## src/csp_pkg.sv

```systemverilog
// Constants, types and carriers shared by the clock source, prescale and trim block
package csp_pkg;
    // Register addresses on the plain register port
    localparam logic [5:0] ADDR_PRESCALE = 6'h26;
    localparam logic [5:0] ADDR_TRIM = 6'h31;
    localparam int ADDR_W = 6;
    localparam int DATA_W = 8;

    // Prescale control register layout
    localparam int PS_SEL_W = 4;
    localparam int UNLOCK_BIT = 7;
    localparam logic [7:0] UNLOCK_WORD = 8'h80;
    localparam logic [2:0] UNLOCK_CYC = 3'h4;
    localparam logic [3:0] PS_RESET_DIV1 = 4'h0;
    localparam logic [3:0] PS_RESET_DIV8 = 4'h3;
    localparam logic [3:0] PS_MAX_CODE = 4'h8;
    localparam int PS_CNT_W = 8;

    // Trim register layout and the value held before the factory load
    localparam int TRIM_RANGE_BIT = 7;
    localparam logic [7:0] TRIM_RESET = 8'h00;

    // Source select codes
    localparam logic [2:0] BAND_0P4_0P9 = 3'h4;
    localparam logic [2:0] BAND_0P9_3P0 = 3'h5;
    localparam logic [2:0] BAND_3P0_8P0 = 3'h6;
    localparam logic [2:0] BAND_8P0_UP = 3'h7;
    localparam logic [3:0] CLOCK_SOURCE_SELECT_FUSES_RC8 = 4'h2;
    localparam logic [1:0] SUT_SHIPPED = 2'h2;

    // Timing: the clock runs at 100 MHz
    localparam int CLK_MHZ = 100;
    localparam int T_4MS_US = 4000;
    localparam int T_64MS_US = 64000;
    localparam int CYC_4MS = T_4MS_US * CLK_MHZ;
    localparam int CYC_64MS = T_64MS_US * CLK_MHZ;
    localparam int CYC_RST_BASE = 14;
    localparam int CYC_PD_258 = 258;
    localparam int CYC_PD_1K = 1024;
    localparam int CYC_PD_16K = 16384;
    localparam int CYC_PD_RC = 6;
    localparam int DLY_W = 24;

    typedef enum logic [2:0] {
        ST_LATCH = 3'b000,
        ST_RST_WAIT = 3'b001,
        ST_RUN = 3'b010,
        ST_PDOWN = 3'b011,
        ST_WAKE = 3'b100
    } csp_state_e;

    typedef struct packed {
        logic [3:0] clock_source_select_fuses;
        logic [1:0] startup_time_fuses;
        logic div8;
        logic clkout;
    } csp_fuse_s;

    typedef struct packed {
        logic [ADDR_W-1:0] addr;
        logic [DATA_W-1:0] wdata;
        logic wr;
        logic rd;
    } csp_bus_s;
endpackage

```

## src/csp_divider.sv

```systemverilog
// Glitch-free power-of-two divider of the master clock
`timescale 1ns/1ns
module csp_divider #(
    parameter int SEL_W = 4,
    parameter int CNT_W = 8
) (
    input wire logic clk,
    input wire logic nrst,
    input wire logic run,
    input wire logic [SEL_W-1:0] sel,
    output logic tick,
    output logic clk_lvl
);
    logic [CNT_W-1:0] cnt_r;
    logic [CNT_W-1:0] cnt_nxt;
    logic [SEL_W-1:0] act_r;
    logic [SEL_W-1:0] act_nxt;
    logic tick_r;
    logic lvl_r;

    // Reserved codes divide as the largest legal factor
    wire [SEL_W-1:0] sel_eff = (sel > SEL_W'(csp_pkg::PS_MAX_CODE)) ? SEL_W'(csp_pkg::PS_MAX_CODE) : sel;
    wire boundary = (cnt_r == '0);
    wire [CNT_W:0] new_period = (CNT_W+1)'(1) << sel_eff;
    wire [CNT_W-1:0] new_top = CNT_W'(new_period - (CNT_W+1)'(1));
    // The factor only changes at a period end, so no short period is produced
    assign act_nxt = (run && boundary) ? sel_eff : act_r;
    assign cnt_nxt = !run ? '0 : (boundary ? new_top : cnt_r - CNT_W'(1));
    wire [CNT_W:0] act_period = (CNT_W+1)'(1) << act_nxt;
    wire [CNT_W:0] act_half = act_period >> 1;
    wire lvl_nxt = run && ({1'b0, cnt_nxt} >= act_half);

    always_ff @(posedge clk or negedge nrst) begin
        if (!nrst) begin
            cnt_r <= '0;
            act_r <= '0;
            tick_r <= 1'b0;
            lvl_r <= 1'b0;
        end else begin
            cnt_r <= cnt_nxt;
            act_r <= act_nxt;
            tick_r <= run && boundary;
            lvl_r <= lvl_nxt;
        end
    end

    assign tick = tick_r;
    assign clk_lvl = lvl_r;
endmodule

```

## src/csp_top.sv

```systemverilog
// Clock source selection, start-up delay, system prescaler, clock output and RC trim
//
// Overview of operation
// Upper three source-select fuse bits pick the crystal band 100..111.
// Lowest band is for ceramic resonators only, never for quartz crystals.
// Low select bit 0 with start-up code 00 or 01 waits 258 cycles.
// Low bit 0 with 10/11, or low bit 1 with 00, waits 1024 cycles.
// Low bit 1 with start-up code 01, 10 or 11 waits 16384 cycles.
// After reset wait 14 cycles plus nothing, 4 ms or 64 ms per fuses.
// Shipped fuses: internal 8 MHz RC, start-up 10, divide by eight.
// Prescaler divides CPU, flash, I/O and ADC clocks for every source.
// Changing the factor makes no glitch and no period shorter than both.
// Prescaler is a counter on the master clock; its count is not readable.
// New factor takes effect after one old and one or two new periods.
// Clock-out fuse drives the system clock on its pin, unless oscillator pin.
// No clock on the clock output pin while reset is active.
// Clock output carries the divided system clock for non-crystal sources; with crystal sources the pin keeps its port function.
// Every reset loads the trim register with the factory calibration value.
// Trim register at 0x31 is read and write; writes retune the RC oscillator.
// Trim bit 7 selects low or high frequency range; the ranges overlap.
// Trim bits 6 to 0 tune monotonically from lowest to highest.
// Software keeps trim at or below 8.8 MHz while nonvolatile writes run.
// Software changes trim by at most 0x20 per calibration step.
// Unlock word first, new select within four cycles; unlock then clears.
// Select codes 0000 to 1000 divide by 1 to 256; higher codes reserved.
// Select resets to 0011 with divide-by-eight fuse, else to 0000.
// Fuses are sampled at reset and held constant during operation.
// Start-up delay counts oscillator cycles with the system clock gated off.
`timescale 1ns/1ns
module csp_top #(
    parameter int CYC_4MS_P = csp_pkg::CYC_4MS,
    parameter int CYC_64MS_P = csp_pkg::CYC_64MS,
    parameter int CYC_16K_P = csp_pkg::CYC_PD_16K
) (
    input wire logic clk,
    input wire logic nrst,
    input wire csp_pkg::csp_fuse_s fuses,
    input wire logic [7:0] factory_trim,
    input wire csp_pkg::csp_bus_s bus,
    input wire logic powerdown_req,
    input wire logic port_out,
    input wire logic port_oe,
    output logic [7:0] rdata,
    output logic sys_clk,
    output logic sys_tick,
    output logic core_run,
    output logic clock_out_pin_o,
    output logic clock_out_pin_oe,
    output logic xtal_mode,
    output logic [1:0] osc_band,
    output logic [7:0] trim_value
);
    csp_pkg::csp_state_e state_r;
    csp_pkg::csp_state_e state_nxt;
    csp_pkg::csp_fuse_s fuse_r;
    logic [csp_pkg::DLY_W-1:0] dly_r;
    logic [csp_pkg::DLY_W-1:0] dly_nxt;
    logic [7:0] trim_r;
    logic [7:0] trim_nxt;
    logic [3:0] ps_sel_r;
    logic [3:0] ps_sel_nxt;
    logic unlock_r;
    logic unlock_nxt;
    logic [2:0] unlock_cnt_r;
    logic [2:0] unlock_cnt_nxt;
    logic [7:0] rdata_r;
    logic [7:0] rdata_nxt;
    logic run_r;
    logic cko_r;
    logic cko_oe_r;
    logic xtal_r;
    logic [1:0] band_r;
    logic div_tick;
    logic div_lvl;

    // Delay figures at the counter's width
    localparam logic [csp_pkg::DLY_W-1:0] D_BASE = csp_pkg::DLY_W'(csp_pkg::CYC_RST_BASE);
    localparam logic [csp_pkg::DLY_W-1:0] D_4MS = csp_pkg::DLY_W'(csp_pkg::CYC_RST_BASE + CYC_4MS_P);
    localparam logic [csp_pkg::DLY_W-1:0] D_64MS = csp_pkg::DLY_W'(csp_pkg::CYC_RST_BASE + CYC_64MS_P);
    localparam logic [csp_pkg::DLY_W-1:0] D_258 = csp_pkg::DLY_W'(csp_pkg::CYC_PD_258);
    localparam logic [csp_pkg::DLY_W-1:0] D_1K = csp_pkg::DLY_W'(csp_pkg::CYC_PD_1K);
    localparam logic [csp_pkg::DLY_W-1:0] D_16K = csp_pkg::DLY_W'(CYC_16K_P);
    localparam logic [csp_pkg::DLY_W-1:0] D_RC = csp_pkg::DLY_W'(csp_pkg::CYC_PD_RC);

    // Source decoding from the held fuse copy
    wire [2:0] sel_hi = fuse_r.clock_source_select_fuses[3:1];
    wire sel_lo = fuse_r.clock_source_select_fuses[0];
    wire is_xtal = (sel_hi >= csp_pkg::BAND_0P4_0P9);
    wire [1:0] band = sel_hi[1:0];

    // Power-down start-up length, crystal and resonator codes
    wire pd_258 = !sel_lo && !fuse_r.startup_time_fuses[1];
    wire pd_1k = (!sel_lo && fuse_r.startup_time_fuses[1]) || (sel_lo && (fuse_r.startup_time_fuses == 2'b00));
    wire [csp_pkg::DLY_W-1:0] pd_xtal = pd_258 ? D_258 : (pd_1k ? D_1K : D_16K);
    wire [csp_pkg::DLY_W-1:0] pd_len = is_xtal ? pd_xtal : D_RC;

    // Additional reset delay for crystal codes, indexed by low bit and start-up code.
    // Taken from the live fuses, because the held copy is only caught at that same edge.
    logic [csp_pkg::DLY_W-1:0] rst_xtal;
    always_comb begin
        rst_xtal = D_BASE;
        case ({fuses.clock_source_select_fuses[0], fuses.startup_time_fuses})
            3'b000: rst_xtal = D_4MS;
            3'b001: rst_xtal = D_64MS;
            3'b010: rst_xtal = D_BASE;
            3'b011: rst_xtal = D_4MS;
            3'b100: rst_xtal = D_64MS;
            3'b101: rst_xtal = D_BASE;
            3'b110: rst_xtal = D_4MS;
            3'b111: rst_xtal = D_64MS;
            default: rst_xtal = D_BASE;
        endcase
    end

    // Internal oscillator codes follow their own start-up table; reserved 11 takes the longest
    logic [csp_pkg::DLY_W-1:0] rst_rc;
    always_comb begin
        rst_rc = D_64MS;
        case (fuses.startup_time_fuses)
            2'b00: rst_rc = D_BASE;
            2'b01: rst_rc = D_4MS;
            2'b10: rst_rc = D_64MS;
            default: rst_rc = D_64MS;
        endcase
    end

    wire lf_xtal = (fuses.clock_source_select_fuses[3:1] >= csp_pkg::BAND_0P4_0P9);
    wire [csp_pkg::DLY_W-1:0] rst_len = lf_xtal ? rst_xtal : rst_rc;

    // Start-up sequencer: the core clock stays gated until the count ends
    wire dly_done = (dly_r == csp_pkg::DLY_W'(1));
    always_comb begin
        state_nxt = state_r;
        dly_nxt = dly_r;
        case (state_r)
            csp_pkg::ST_LATCH: begin
                state_nxt = csp_pkg::ST_RST_WAIT;
            end
            csp_pkg::ST_RST_WAIT: begin
                dly_nxt = dly_r - csp_pkg::DLY_W'(1);
                if (dly_done) begin
                    state_nxt = csp_pkg::ST_RUN;
                end
            end
            csp_pkg::ST_RUN: begin
                if (powerdown_req) begin
                    state_nxt = csp_pkg::ST_PDOWN;
                end
            end
            csp_pkg::ST_PDOWN: begin
                if (!powerdown_req) begin
                    state_nxt = csp_pkg::ST_WAKE;
                    dly_nxt = pd_len;
                end
            end
            csp_pkg::ST_WAKE: begin
                dly_nxt = dly_r - csp_pkg::DLY_W'(1);
                if (dly_done) begin
                    state_nxt = csp_pkg::ST_RUN;
                end
            end
            default: begin
                state_nxt = csp_pkg::ST_LATCH;
            end
        endcase
    end

    // Latch cycle: first edge after release catches fuses, trim, select and reset delay
    wire latch_cyc = (state_r == csp_pkg::ST_LATCH);
    wire load_rst = latch_cyc;

    always_ff @(posedge clk or negedge nrst) begin
        if (!nrst) begin
            state_r <= csp_pkg::ST_LATCH;
        end else begin
            state_r <= state_nxt;
        end
    end

    // Fuses are caught once after reset release, then held
    always_ff @(posedge clk or negedge nrst) begin
        if (!nrst) begin
            fuse_r <= '{clock_source_select_fuses: csp_pkg::CLOCK_SOURCE_SELECT_FUSES_RC8, startup_time_fuses: csp_pkg::SUT_SHIPPED, div8: 1'b1, clkout: 1'b0};
        end else if (latch_cyc) begin
            fuse_r <= fuses;
        end
    end

    always_ff @(posedge clk or negedge nrst) begin
        if (!nrst) begin
            dly_r <= '0;
        end else if (load_rst) begin
            dly_r <= rst_len;
        end else begin
            dly_r <= dly_nxt;
        end
    end

    // Register decoding
    wire wr_ps = bus.wr && (bus.addr == csp_pkg::ADDR_PRESCALE);
    wire wr_trim = bus.wr && (bus.addr == csp_pkg::ADDR_TRIM);
    wire rd_ps = bus.rd && (bus.addr == csp_pkg::ADDR_PRESCALE);
    wire rd_trim = bus.rd && (bus.addr == csp_pkg::ADDR_TRIM);
    wire unlock_word = (bus.wdata == csp_pkg::UNLOCK_WORD);
    wire sel_write = wr_ps && unlock_r && !bus.wdata[csp_pkg::UNLOCK_BIT];

    // Unlock window: a repeat unlock neither extends nor clears it
    assign unlock_nxt = unlock_r ? !(sel_write || (unlock_cnt_r == 3'h1)) : (wr_ps && unlock_word);
    assign unlock_cnt_nxt = (!unlock_r && wr_ps && unlock_word) ? csp_pkg::UNLOCK_CYC :
                            (unlock_r ? unlock_cnt_r - 3'h1 : 3'h0);

    // Select resets per the divide-by-eight fuse, caught at release
    wire [3:0] ps_init = fuses.div8 ? csp_pkg::PS_RESET_DIV8 : csp_pkg::PS_RESET_DIV1;
    assign ps_sel_nxt = latch_cyc ? ps_init : (sel_write ? bus.wdata[3:0] : ps_sel_r);

    // Factory value is loaded in the release cycle, before software can write
    assign trim_nxt = latch_cyc ? factory_trim : (wr_trim ? bus.wdata : trim_r);

    // Reserved prescale bits read as zero; unmapped addresses read as zero
    wire [7:0] ps_read = {unlock_r, 3'b000, ps_sel_r};
    assign rdata_nxt = rd_ps ? ps_read : (rd_trim ? trim_r : 8'h00);

    always_ff @(posedge clk or negedge nrst) begin
        if (!nrst) begin
            unlock_r <= 1'b0;
            unlock_cnt_r <= 3'h0;
            ps_sel_r <= csp_pkg::PS_RESET_DIV1;
            trim_r <= csp_pkg::TRIM_RESET;
            rdata_r <= 8'h00;
        end else begin
            unlock_r <= unlock_nxt;
            unlock_cnt_r <= unlock_cnt_nxt;
            ps_sel_r <= ps_sel_nxt;
            trim_r <= trim_nxt;
            rdata_r <= rdata_nxt;
        end
    end

    // System clock is gated by the start-up sequencer
    wire run_nxt = (state_nxt == csp_pkg::ST_RUN);

    csp_divider #(
        .SEL_W(csp_pkg::PS_SEL_W),
        .CNT_W(csp_pkg::PS_CNT_W)
    ) u_div (
        .clk(clk),
        .nrst(nrst),
        .run(run_r),
        .sel(ps_sel_r),
        .tick(div_tick),
        .clk_lvl(div_lvl)
    );

    // The amplifier output pin cannot carry the clock in crystal mode
    wire cko_en = fuse_r.clkout && !is_xtal && run_r;
    wire cko_val = cko_en ? div_lvl : port_out;
    wire cko_oe_val = cko_en || (port_oe && !(fuse_r.clkout && !is_xtal));

    always_ff @(posedge clk or negedge nrst) begin
        if (!nrst) begin
            run_r <= 1'b0;
            cko_r <= 1'b0;
            cko_oe_r <= 1'b0;
            xtal_r <= 1'b0;
            band_r <= 2'b00;
        end else begin
            run_r <= run_nxt;
            cko_r <= cko_val;
            cko_oe_r <= cko_oe_val;
            xtal_r <= is_xtal;
            band_r <= band;
        end
    end

    // Trim is passed whole to the oscillator: bit 7 range, bits 6:0 monotonic tune
    assign trim_value = trim_r;
    assign rdata = rdata_r;
    assign sys_clk = div_lvl;
    assign sys_tick = div_tick;
    assign core_run = run_r;
    assign clock_out_pin_o = cko_r;
    assign clock_out_pin_oe = cko_oe_r;
    assign xtal_mode = xtal_r;
    assign osc_band = band_r;
endmodule

```

## config.mk

```make
export PLATFORM = sky130hd
export DESIGN_NAME = csp_top
export DESIGN_NICKNAME = d
export VERILOG_FILES = /design/src/csp_pkg.sv /design/src/csp_divider.sv /design/src/csp_top.sv
export SDC_FILE = /design/constraint.sdc
export NUM_CORES = 1
export LEC_CHECK = 0
export BUFFER_PORTS_ARGS = -buffer_cell sky130_fd_sc_hd__buf_2
export CORE_ASPECT_RATIO = 2
export CORE_MARGIN = 4
export CORE_UTILIZATION = 30
export DETAILED_ROUTE_END_ITERATION = 10
export GPL_TIMING_DRIVEN = 0
export PLACE_DENSITY = 0.47
export SETUP_SLACK_MARGIN = 0.05
export SYNTH_ARGS = -nofsm -noshare
export SYNTH_HDL_FRONTEND = slang
export SYNTH_HIERARCHICAL = 1
export SYNTH_SLANG_ARGS = --single-unit
```

## constraint.sdc

```tcl
create_clock -name clk -period 4.2 [get_ports clk]
set_input_delay 0.84 -clock clk [delete_from_list [all_inputs] [get_ports clk]]
set_output_delay 0.84 -clock clk [all_outputs]
set_load 0.1 [all_outputs]
```

* Word-level counts from Yosys, hierarchy flattened
Memories as Yosys holds them, arrays and structs flattened.
Index checks and enable logic that the tools add are counted.
W data, S select, Z words.
** Cells by class
- $add $sub $neg :: 4
- Order comparisons :: 4
- Equal/unequal tests :: 12
- Shift-type cells :: 2
- Muxes and demuxes :: 27
- Reduce and logical (&&, ||, !) cells :: 36
** Operators with widths (count)
- $mux W24 :: 3
- $mux W8 :: 6
- $pmux W24 S2 :: 1
- $pmux W23 S2 :: 1
- $mux W15 :: 3
- $eq A24 B1 Y1 const B :: 1
- $sub A24 B1 Y24 const B :: 1
- $logic_and A1 B1 Y1 :: 17
- $mux W4 :: 4
- $sub A8 B1 Y8 const B :: 2
- $mux W3 :: 5
- $eq A6 B6 Y1 const B :: 2
- $pmux W3 S4 :: 1
- $eq A3 B2 Y1 const B :: 3
- $shl A1 B4 Y9 const A :: 1
- $eq A8 B8 Y1 const B :: 1
- $ge A8 B8 Y1 :: 1
- $logic_not A8 Y1 :: 1
- $shl A1 B4 Y8 const A :: 1
- $logic_not A1 Y1 :: 7
- $eq A3 B1 Y1 const B :: 2
- $ge A3 B3 Y1 const B :: 2
- $gt A4 B4 Y1 const B :: 1
- $logic_not A2 Y1 :: 2
- other kinds (12) :: 16
** Word-level totals
- Register bits after elaboration :: 78
- Memory bits (read-only) :: 88
- Bits of input ports :: 37
- Output and inout bits :: 24
- Logic and storage cells :: 105
- Memories :: 1
** Memory list
- (no name shown) :: depth 8, bits a word 11, rd ports 1, clocked after memory_dff 0, wr ports 0, line csp_top.sv:102 : case ({fuses.clock_source_select_fuses[0], fuses.startup_time_fuses})

* Longest topological paths before layout
Gate-level depths: netlist of run 1.
- Word-level depth :: 9
- Depth in mapped cells :: 13
- Gate-level depth less buffers :: 12

* Hierarchy
The synthesis of run 1 kept the hierarchy.
** By module, submodules not included
- csp_top :: instances 1, cells each 343, area an instance 3316.9 µm², sequential area each 1604.0 µm²
- csp_divider :: instances 1, cells each 124, area an instance 1132.3 µm², sequential area each 350.3 µm²

* Least setup slack after synthesis of run 1
No wires, ideal clock.
- Path kind :: register to register
- Start point :: register run_r (netlist: core_run)
- End point :: register u_div.lvl_r (netlist: u_div/clk_lvl)
- Setup time :: 0.120 ns
- Arrival time :: 2.974 ns
- Required time :: 4.080 ns
- Path slack :: 1.106 ns
- Cell stages (with the launch flop) :: 12
- Buffers on the path :: 1
- Clock period less this slack :: 3.094 ns
- Path through :: dfrtp_1 clkbuf_1 nand4_4 or3_1 o31ai_2 a21boi_1 ha_1 nand2b_1 a21o_1 a211oi_1 o21ai_0 o211a_1
** Between the ends
- Word-level cells in the longest chain between the ends :: 5
- Elaborated cells between the ends (all ways) :: 6
- Classes of those cells :: order compare: 1; shift: 1; mux: 2; reduce/logical: 2
** RTL lines
- from (decl) :: line csp_top.sv:68 : logic run_r;
- from (signal assigned) :: line csp_top.sv:267 : run_r <= run_nxt;
- $logic_and A1 B1 Y1 :: line csp_divider.sv:27 : assign act_nxt = (run && boundary) ? sel_eff : act_r;
- $mux W4 :: line csp_divider.sv:27
- $shl A1 B4 Y9 :: line csp_divider.sv:29 : wire [CNT_W:0] act_period = (CNT_W+1)'(1) << act_nxt;
- $ge A8 B8 Y1 :: line csp_divider.sv:31 : wire lvl_nxt = run && ({1'b0, cnt_nxt} >= act_half);
- $logic_and A1 B1 Y1 * :: line csp_divider.sv:31
- named net u_div.lvl_nxt :: line csp_divider.sv:31
- to (signal assigned) :: line csp_divider.sv:43 : lvl_r <= lvl_nxt;
- to (decl) :: line csp_divider.sv:19 : logic lvl_r;
Mark *: on every way through the listed nets, which the timed path passes. The rest lies on a longest branch.
A chain may end at the register's enable or synchronous reset.

* Worst setup path in the final report of run 1
- Start point :: register ps_sel_r[3]
- End point :: register u_div.lvl_r (netlist: u_div/clk_lvl)
** Between the ends
- Word-level cells in the longest chain between the ends :: 8
- Elaborated cells between the ends (all ways) :: 10
- Classes of those cells :: add/sub: 1; order compare: 2; shift: 2; mux: 4; reduce/logical: 1
** RTL lines
- from (decl) :: line csp_top.sv:60 : logic [3:0] ps_sel_r;
- from (signal assigned) :: line csp_top.sv:227 : ps_sel_r <= csp_pkg::PS_RESET_DIV1;
- from (signal assigned) :: line csp_top.sv:233 : ps_sel_r <= ps_sel_nxt;
- $gt A4 B4 Y1 :: line csp_divider.sv:22 : wire [SEL_W-1:0] sel_eff = (sel > SEL_W'(csp_pkg::PS_MAX_CODE)) ? SEL_W'(csp_pkg::PS_MAX_CODE) : sel;
- $mux W4 * :: line csp_divider.sv:22
- $shl A1 B4 Y8 * :: line csp_divider.sv:24 : wire [CNT_W:0] new_period = (CNT_W+1)'(1) << sel_eff;
- $sub A8 B1 Y8 * :: line csp_divider.sv:25 : wire [CNT_W-1:0] new_top = CNT_W'(new_period - (CNT_W+1)'(1));
- $mux W8 * (2 in a row) :: line csp_divider.sv:28 : assign cnt_nxt = !run ? '0 : (boundary ? new_top : cnt_r - CNT_W'(1));
- named net u_div.cnt_nxt[6] :: line csp_divider.sv:15 : logic [CNT_W-1:0] cnt_nxt;
- $ge A8 B8 Y1 * :: line csp_divider.sv:31
- $logic_and A1 B1 Y1 * :: line csp_divider.sv:31
- named net u_div.lvl_nxt :: line csp_divider.sv:31
Marked as above.

==> results of run 1 <==
[layout by cell type, fill, tap and decap left out, types with 5 or more instances in the layout]
cell	synthesis	layout
nor3_1	10	10
a21o_1	6	6
nor2b_1	8	8
mux2i_1	14	14
dfrtp_1	76	76
nand2_1	64	64
buf_2	5	64
o21ai_0	42	42
clkbuf_1	17	18
a31oi_1	8	8
ha_1	18	18
clkbuf_16	0	9
a22o_1	6	6
nand3_1	8	8
inv_1	13	13
nand2b_1	8	8
a21oi_1	22	22
nor4_1	9	9
nor2_1	24	24
and2_1	6	6
o211ai_1	5	5
[metal layers]
layer | routed length, microns | part of all wire, % | global-route usage [%]
met2 | 7550 | 58 | 31.2
met4 | 486 | 3.7 | 7.75
met5 | 0 | 0 | 0
met3 | 465 | 3.5 | 2.55
met1 | 4620 | 35 | 16.6
[power breakdown]
part           switching (mW)  total, mW  internal (mW)
registers              0.0897      0.912          0.822
logic                   0.253      0.351         0.0975
clock network           0.328      0.854          0.526
[sequential cells by signal, summed over array words and instances (netlist names), 4 cells and up]
name / cells
rdata: 8
dly_r: 24
u_div/act_r: 4
ps_sel_r: 4
fuse_r: 5
trim_value: 8
u_div/cnt_r: 8
[logic make-up (layout without fill, tap and decap cells)]
family,after synthesis,after routing,share of synthesized area (%)
muxes,17,17,3.91
buffers and inverters,36,113,3.18
and+or+nand+nor,178,178,22.4
AOI/OAI and AO/OA,136,136,20.7
DFF,78,78,43.9
xor gates and xnor gates,4,4,0.788
adders and majority gates,18,18,5.06
[path summary, 6_finish.rpt]
kind | slack [ns] | endpoint | cells past startpoint | startpoint
hold reg to reg | 0.38 | osc_band[1] | 0 | band[1]
setup / recovery | 1.03 | u_div/clk_lvl | 12 | ps_sel_r[3]
setup reg to reg | 1.03 | u_div/clk_lvl | 12 | ps_sel_r[3]
min in group clk | 0.38 | osc_band[1] | 0 | band[1]
max in group asynchronous | 3.18 | fuse_r[3] | 2 | nrst
hold / removal | 0.37 | rdata[6] | 1 | nrst
[Yosys cell counts, types with 3 or more instances]
cell / number
nor3_1: 10
clkbuf_1: 17
nand3b_1: 3
o21ai_1: 4
nand2b_1: 8
a21oi_1: 22
o21ai_0: 42
ha_1: 18
mux2i_1: 14
nor3_2: 4
nor4_1: 9
and2_1: 6
nand4b_1: 4
dfrtp_1: 76
o311ai_1: 4
xor2_1: 3
o31ai_1: 4
nor2_1: 24
buf_2: 5
a22o_1: 6
inv_1: 13
nand3_1: 8
and3_1: 3
o211ai_1: 5
or4_1: 4
a21o_1: 6
or3_1: 4
a31oi_1: 8
nand2_1: 64
nor2b_1: 8
[cell type report]
type	instances	share of cell area (%)
Buffer	22	1.66
Clock buffer	10	4.29
Clock inverter	6	1.76
Inverter	14	0.984
Multi-Input combinational cell	353	44.1
Sequential cell	78	36.6
Tap cell	192	4.50
Timing Repair Buffer	61	6.18
[through the flow]
step	total power, mW	utilization [%]	cell area [sq um]
after floorplan	1.16	-	4450
after CTS	2.15	37.0	5340
final	2.12	37.0	5340
after global routing	2.23	37.0	5340
after global placement	1.27	34.6	4990
after detailed placement	1.28	34.8	5020
[worst reg2reg max path: cells and delay by family, from the launching register on]
kind	cells	cell delay, ns
compound gates	5	1.07
buf+inv	1	0.39
xor+xnor	1	0.16
flops	1	0.43
fa+ha+maj	2	0.56
simple gates	3	0.44
==> run_results.csv, run 1 <==
group,metric,value,unit
clock_tree,hold_buffers,0,
global_route,grt_pass1_vias,4109,
global_route,grt_overflow_total,0,
timing,finalCritPeriodShare,75.5,%
finish,multiInputGateArea,0.00235,sq mm
routing,ant_nets,0,
power,p_leak,2.43,nW
worst_hold_path,hp-class,"input port to async pin",
critical_path,crit_fanout,10,
critical_path,worstPathCellList,"clkbuf_1 -> nor3_1 -> a21oi_1 -> ha_1 -> nand2_1 -> a211o_1 -> xor2_1 -> and2_1 -> ha_1 -> a211oi_1 -> o21ai_0 -> o211a_1",
logic_synthesis,synth_edf_count,0,
finish,final_nets,594,
critical_path,setup.worst_path.class,"register to register",
critical_path,slowest_stage,"dfrtp_1",
logic_synthesis,synthesis.nets,522,
die,core-area,0.0144,sq mm
logic_synthesis,synth_top_cell_by_area,"dfrtp_1",
routing,route.detailed.drc,0,
clock_tree,cts_buffers,9,
timing,clock-skew-final,0.00733,ns
timing,rsz0062_at_grt,"false",
logic_synthesis,synth_top_area_share,42.7,%
critical_path,cp_common_cell,"ha_1",
routing,vias,3874,
logic_synthesis,synth_flop_cell,"dfrtp_1",
die,start_util,30.8,%
die,fp-row-count,62,
global_route,antenna_found_initial,0,
logic_synthesis,synth_area,0.00445,sq mm
logic_synthesis,yosysUniqueCellTypes,76,
die,pin_count,61,
timing,setup_viol,0,
clock_tree,cts.htree.levels,3,
finish,area.growth.synth_to_final,20.1,%
die,die-width,94.1,microns
placed_design,dp.cells,720,
clock_tree,cts_tree,"built",
global_route,grt_max_degree,62,
placed_design,place_congestion,0.894,
routing,first_pass_iters,4,
critical_path,startpoint_type,"register",
power,peakVddDrop,180,uV
finish,drive_above_1_share,19.9,%
die,die_h,180,microns
routing,vias_per_cell,5.26,
logic_synthesis,syn_avg_cell_area,9.53,sq um
timing,worst_slew_pin_slew,0.863,ns
global_route,grt_pass1_wl,21.4,mm
logic_synthesis,yosys_warnings,6,
critical_path,endpoint_kind,"register",
placed_design,post-place-ws,1.03,ns
timing,timing.hold.ws,0.375,ns
clock_tree,clock_path_buffers,2,
routing,initialDrtViolationCount,146,
logic_synthesis,yosysSeqAreaShare,43.9,%
timing,hold_violations,0,
timing,setup_tns,0,ns
logic_synthesis,netlist_instances,467,
logic_synthesis,synthArstFlopShare,100,%
routing,wire_per_inst,17.8,microns
timing,fin_ws,1.03,ns
timing,period_needed,3.17,ns
timing,slew_headroom,41.9,%
critical_path,crit_required,4.43,ns
placed_design,dp_hpwl,10.2,mm
logic_synthesis,ys_ff_latch,78,
logic_synthesis,synth.area.top_cells,"dfrtp_1 (43%), nand2_1 (5.4%), ha_1 (5.1%), o21ai_0 (4.7%), mux2i_1 (3.1%)",
routing,finalWirelength,13.1,mm
critical_path,cp.arrival,3.40,ns
critical_path,max_stage_delay,0.43,ns
timing,slew_viol_final,0,
clock_tree,numClockSinks,78,
placed_design,numPortBuffers,60,
critical_path,critPathTopFamily,"compound AO/OA/AOI/OAI gates",
critical_path,path_buf_inv,1,
timing,max_freq,315,MHz
finish,register_area,0.00195,sq mm
die,dieArea,0.0170,sq mm
clock_tree,cts.clk_slew.worst_paths,0.06,ns
finish,layout.cells.non_filler,736,
flow_run,max_cap_violations,0,
finish,n_antenna_cell,0,
global_route,grtUsageTotal,16.3,%
clock_tree,post-cts-setup-buffer-count,0,
power,powerDensity,396,mW/mm^2
status,status,"completed",
finish,fillers,1524,
clock_tree,cts.repair.resized,0,
clock_tree,cts_root_buf,"clkbuf_16",
clock_tree,worst_skew_pair.late_latency,0.34,ns
Note: power is estimated with default switching activity, not from simulation.
==> run 2, diff against run 1 <==
- PLACE_DENSITY: 0.47 -> 0.49
- clock period: 4.2 -> 2.7 ns (I/O delays scaled with it)
==> run_results.csv, run 2 (synthesized netlist as in run 1, its figures left out) <==
group,metric,value,unit
critical_path,r2r-start,"u_div/cnt_r[3]",
finish,final_cell_mix,"dfrtp_1 (72), buf_2 (64), nand2_1 (63)",
routing,vias_per_cell,5.32,
critical_path,crit_fanout,4,
timing,max_freq,353,MHz
finish,largest_reg_flops,24,
clock_tree,cts_tree,"built",
clock_tree,cts.clk_slew.worst_paths,0.07,ns
worst_hold_path,hp-class,"input port to async pin",
global_route,grt_overflow_total,0,
clock_tree,cts_buffers,9,
timing,clock-skew-final,0.00630,ns
routing,finalWirelength,13.3,mm
die,dieArea,0.0170,sq mm
timing,setup_viol,1,
critical_path,crit_required,2.93,ns
power,peakVddDrop,347,uV
routing,ant_nets,0,
timing,fin_ws,-0.132,ns
global_route,antenna_found_initial,0,
die,die-width,94.1,microns
global_route,grt_pass1_wl,21.2,mm
routing,first_pass_iters,4,
global_route,grtUsageTotal,16.2,%
global_route,grt_pass1_vias,4172,
critical_path,cp.arrival,3.06,ns
die,die_h,180,microns
critical_path,endpoint_kind,"register",
routing,route.detailed.drc,0,
routing,dr.max_layer_used,"met4",
die,fp-row-count,62,
routing,wl_met3,412,microns
finish,fillers,1483,
finish,drive_above_1_share,24.0,%
timing,worst_slew_pin_slew,0.972,ns
critical_path,reg2reg_to,"u_div/clk_lvl",
flow_run,max_cap_violations,0,
timing,slew_headroom,34.6,%
timing,hold_violations,0,
finish,final_nets,601,
die,core-area,0.0144,sq mm
clock_tree,worst_skew_pair.late_latency,0.34,ns
critical_path,reg2reg_depth,12,
routing,wire_per_inst,17.9,microns
power,p_leak,2.46,nW
clock_tree,cts.htree.levels,3,
timing,slew_viol_final,0,
clock_tree,clock_path_buffers,2,
critical_path,reg2reg_setup_slack,-0.13,ns
global_route,grt_max_degree,51,
placed_design,numPortBuffers,60,
clock_tree,hold_buffers,0,
placed_design,dp_hpwl,10.4,mm
placed_design,place_congestion,0.913,
finish,final_common_cell,"dfrtp_1",
finish,layout.cells.non_filler,743,
finish,area.growth.synth_to_final,22.6,%
placed_design,dp.cells,720,
finish,n_antenna_cell,0,
routing,wl_met1,4.50,mm
timing,period_needed,2.83,ns
die,pin_count,61,
power,powerDensity,592,mW/mm^2
timing,rsz0062_at_grt,"true",
status,status,"finished with violations",
critical_path,startpoint_type,"register",
routing,vias,3954,
critical_path,setup.worst_path.class,"register to register",
power,power,3.23,mW
status,failed_checks,"negative setup slack",
clock_tree,cts_root_buf,"clkbuf_16",
finish,utilization,37.8,%
clock_tree,numClockSinks,78,
die,start_util,30.8,%
finish,regMostFlops,"dly_r",
routing,initialDrtViolationCount,130,
routing,wl_met2,7.65,mm
timing,finalCritPeriodShare,105,%
run 2: cell count changes in the layout (fill, tap and decap cells not counted), sizes merged:
cell,before,now
clkinvlp,1,3
bufinv,2,1
inv,16,15
buf,66,73
run 2: timing repair:
item	4_1_cts	5_1_grt
buffers inserted	7	0
pin swaps	9	5
endpoints found under the hold margin	0	0
setup endpoints to repair	1	1
gates resized for setup	12	2
run 2: worst max path at each step:
stage | startpoint | endpoint | slack (ns) | cells after the start
floorplan | u_div/cnt_r[6] | u_div/clk_lvl | 0.04 | 12
global placement | u_div/cnt_r[6] | u_div/clk_lvl | -0.39 | 12
detailed placement | u_div/cnt_r[1] | u_div/clk_lvl | -0.45 | 13
CTS | u_div/cnt_r[7] | u_div/clk_lvl | -0.13 | 12
global route | u_div/cnt_r[3] | u_div/clk_lvl | -0.26 | 12
finish | u_div/cnt_r[3] | u_div/clk_lvl | -0.13 | 12
run 2: layout make-up:
| class | count | area [sq um] | area share, % |
|---|---|---|---|
| Clock buffer | 10 | 239 | 4.38 |
| Clock inverter | 6 | 70.1 | 1.28 |
| Buffer | 22 | 91.3 | 1.68 |
| Timing Repair Buffer | 68 | 383 | 7.02 |
| Inverter | 14 | 52.6 | 0.964 |
| Multi-Input combinational cell | 353 | 2410 | 44.3 |
| Sequential cell | 78 | 1960 | 36.0 |
| Tap cell | 192 | 240 | 4.41 |
run 2: where the power goes:
| part | internal (mW) | switching, mW | total (mW) |
|---|---|---|---|
| Combinational | 0.155 | 0.397 | 0.552 |
| Clock | 0.746 | 0.515 | 1.26 |
| Sequential | 1.28 | 0.136 | 1.41 |
| Total | 2.18 | 1.05 | 3.23 |
run 2: stage by stage:
stage	instance area (sq um)	setup TNS, ns	hold WS, ns	setup slack, ns
detailed placement	5030	-0.449	0.370	-0.449
global route	5450	-0.262	0.157	-0.262
global placement	5000	-0.385	0.363	-0.385
floorplan	4460	0	0.244	0.0438
CTS	5450	-0.133	0.135	-0.133
finish	5450	-0.132	0.125	-0.132
run 2: critical path, cell delays in order (launching register included):
cell and delay, ns:
dfrtp_2 0.44, or3_4 0.43, nor4_4 0.33, a21oi_1 0.11
ha_2 0.21, nand2_2 0.08, a211o_1 0.15, xor2_2 0.19
and2_4 0.18, ha_4 0.20, a211oi_2 0.17, o21ai_1 0.09
o211a_1 0.14
run 2: per-layer routing:
layer / vias up / global-route usage, %
li1: 1898 / -
met1: 1916 / 15.4
met2: 98 / 31.0
met3: 42 / 2.97
met4: 0 / 9.20
met5: - / 0
==> run 3, diff against run 2 <==
- CORE_UTILIZATION: 30 -> 35
- PLACE_DENSITY: 0.49 -> 0.55
==> run_results.csv, run 3 (synthesized netlist as in run 1, its figures left out) <==
group,metric,value,unit
power,peakVddDrop,528,uV
finish,final_nets,603,
global_route,grt_max_degree,54,
power,p_seq_share,42.8,%
global_route,grt_pass1_wl,21.1,mm
critical_path,reg2reg_setup_slack,-0.11,ns
placed_design,dp_hpwl,10.1,mm
power,clockPowerShare,40.6,%
clock_tree,clock_path_buffers,2,
critical_path,max_stage_delay,0.44,ns
timing,timing.hold.ws,0.119,ns
timing,period_needed,2.81,ns
power,p_leak,2.50,nW
critical_path,crit_fanout,5,
timing,hold_violations,0,
clock_tree,numClockSinks,78,
global_route,antenna_found_initial,0,
die,core-area,0.0126,sq mm
routing,finalWirelength,12.9,mm
timing,worst_slew_pin_slew,0.630,ns
clock_tree,cts.htree.levels,3,
routing,vias_per_cell,5.63,
timing,fin_ws,-0.110,ns
critical_path,setup.worst_path.class,"register to register",
die,dieArea,0.0147,sq mm
die,start_util,35.4,%
critical_path,critPathTopFamily,"simple AND/OR/NAND/NOR gates",
critical_path,worstPathCellList,"or3_4 -> nor4_4 -> a21oi_2 -> ha_2 -> nand2_2 -> a211o_1 -> xor2_1 -> and2_4 -> ha_4 -> a211oi_2 -> o21ai_1 -> o211a_1",
critical_path,startpoint_type,"register",
clock_tree,cts_buffers,9,
finish,final_cell_mix,"dfrtp_1 (72), buf_2 (64), nand2_1 (63)",
die,die_h,167,microns
routing,vias,3960,
routing,wl_met3,393,microns
finish,n_antenna_cell,0,
clock_tree,worst_skew_pair.late_latency,0.33,ns
power,p_comb_share,16.7,%
routing,wl_met2,7.41,mm
routing,initialDrtViolationCount,95,
routing,ant_nets,0,
timing,setup_tns,-0.110,ns
finish,area.growth.synth_to_final,23.1,%
die,die-width,87.7,microns
critical_path,crit_required,2.92,ns
status,failed_checks,"negative setup slack",
flow_run,max_cap_violations,0,
critical_path,slowest_stage,"dfrtp_2",
timing,rsz0062_at_grt,"true",
routing,first_pass_iters,6,
clock_tree,cts_root_buf,"clkbuf_16",
clock_tree,hold_buffers,0,
clock_tree,cts.clk_slew.worst_paths,0.07,ns
timing,finalCritPeriodShare,104,%
timing,max_freq,356,MHz
power,powerDensity,605,mW/mm^2
critical_path,path_buf_inv,0,
clock_tree,cts_tree,"built",
placed_design,place_congestion,0.862,
die,fp-row-count,58,
timing,clock-skew-final,0.00677,ns
power,power.switching,1.03,mW
global_route,grtUsageTotal,18.5,%
critical_path,endpoint_kind,"register",
placed_design,numPortBuffers,60,
routing,wire_per_inst,18.4,microns
finish,drive_above_1_share,25.3,%
power,power.internal,2.28,mW
worst_hold_path,hp-class,"input port to async pin",
timing,slew_headroom,57.6,%
power,power,3.31,mW
die,pin_count,61,
status,status,"finished with violations",
finish,largest_reg_flops,24,
timing,setup_viol,1,
routing,dr.max_layer_used,"met4",
power,swShare,31.2,%
routing,route.detailed.drc,0,
finish,final_common_cell,"dfrtp_1",
critical_path,cp.arrival,3.03,ns
global_route,grt_overflow_total,0,
routing,wl_met1,4.50,mm
finish,regMostFlops,"dly_r",
timing,slew_viol_final,0,
global_route,grt_pass1_vias,4227,
run 3: layout make-up:
class                   count  area, sq um
multi-input cells         353         2450
inverters                  14         52.6
fillers                  1251         7080
clock buffers              10          239
plain buffers              20         82.6
flip-flops and latches     78         1960
repair buffers             72          413
well taps                 150          188
clock inverters             6         92.6
run 3: worst paths after layout:
check | cells after the start | to | start
max | 12 | u_div/clk_lvl | u_div/cnt_r[2]
min | 1 | rdata[6] | nrst
max reg2reg | 12 | u_div/clk_lvl | u_div/cnt_r[2]
min reg2reg | 0 | osc_band[1] | band[1]
max in group asynchronous | 2 | band[0] | nrst
min in group clk | 0 | osc_band[1] | band[1]
run 3: power groups by stage:
stage	Clock (mW)	Combinational (mW)	Sequential (mW)
CTS	1.38	0.556	1.42
global placement	0	0.534	1.43
detailed placement	0	0.552	1.44
finish	1.34	0.552	1.42
floorplan	0	0.197	1.60
global route	1.43	0.608	1.44
run 3: layer usage:
metal | track usage [%] | vias up
li1 | - | 1889
met1 | 18.3 | 1936
met2 | 34.9 | 91
met3 | 3.30 | 44
met4 | 9.62 | 0
met5 | 0 | -
run 3: worst register-to-register path, delay by kind of cell, from the launching register on:
kind	cells	cell delay [ns]
fa+ha+maj	2	0.42
compound gates	5	0.62
simple gates	4	1.06
xor+xnor	1	0.19
flops	1	0.44
run 3: what timing repair did:
| item | in CTS | in global routing |
|---|---|---|
| buffers inserted | 7 | 4 |
| gates resized for setup | 14 | 6 |
| endpoints found under the setup margin | 1 | 1 |
| pin swaps | 11 | 11 |
run 3: per-stage QoR:
stage	cells	util [%]	setup WS [ns]	area, sq um
finish	703	43.6	-0.110	5480
global route	703	43.6	-0.253	5480
detailed placement	678	39.7	-0.317	4980
floorplan	467	-	0.0438	4460
CTS	699	43.1	-0.0869	5420
global placement	677	39.4	-0.311	4950
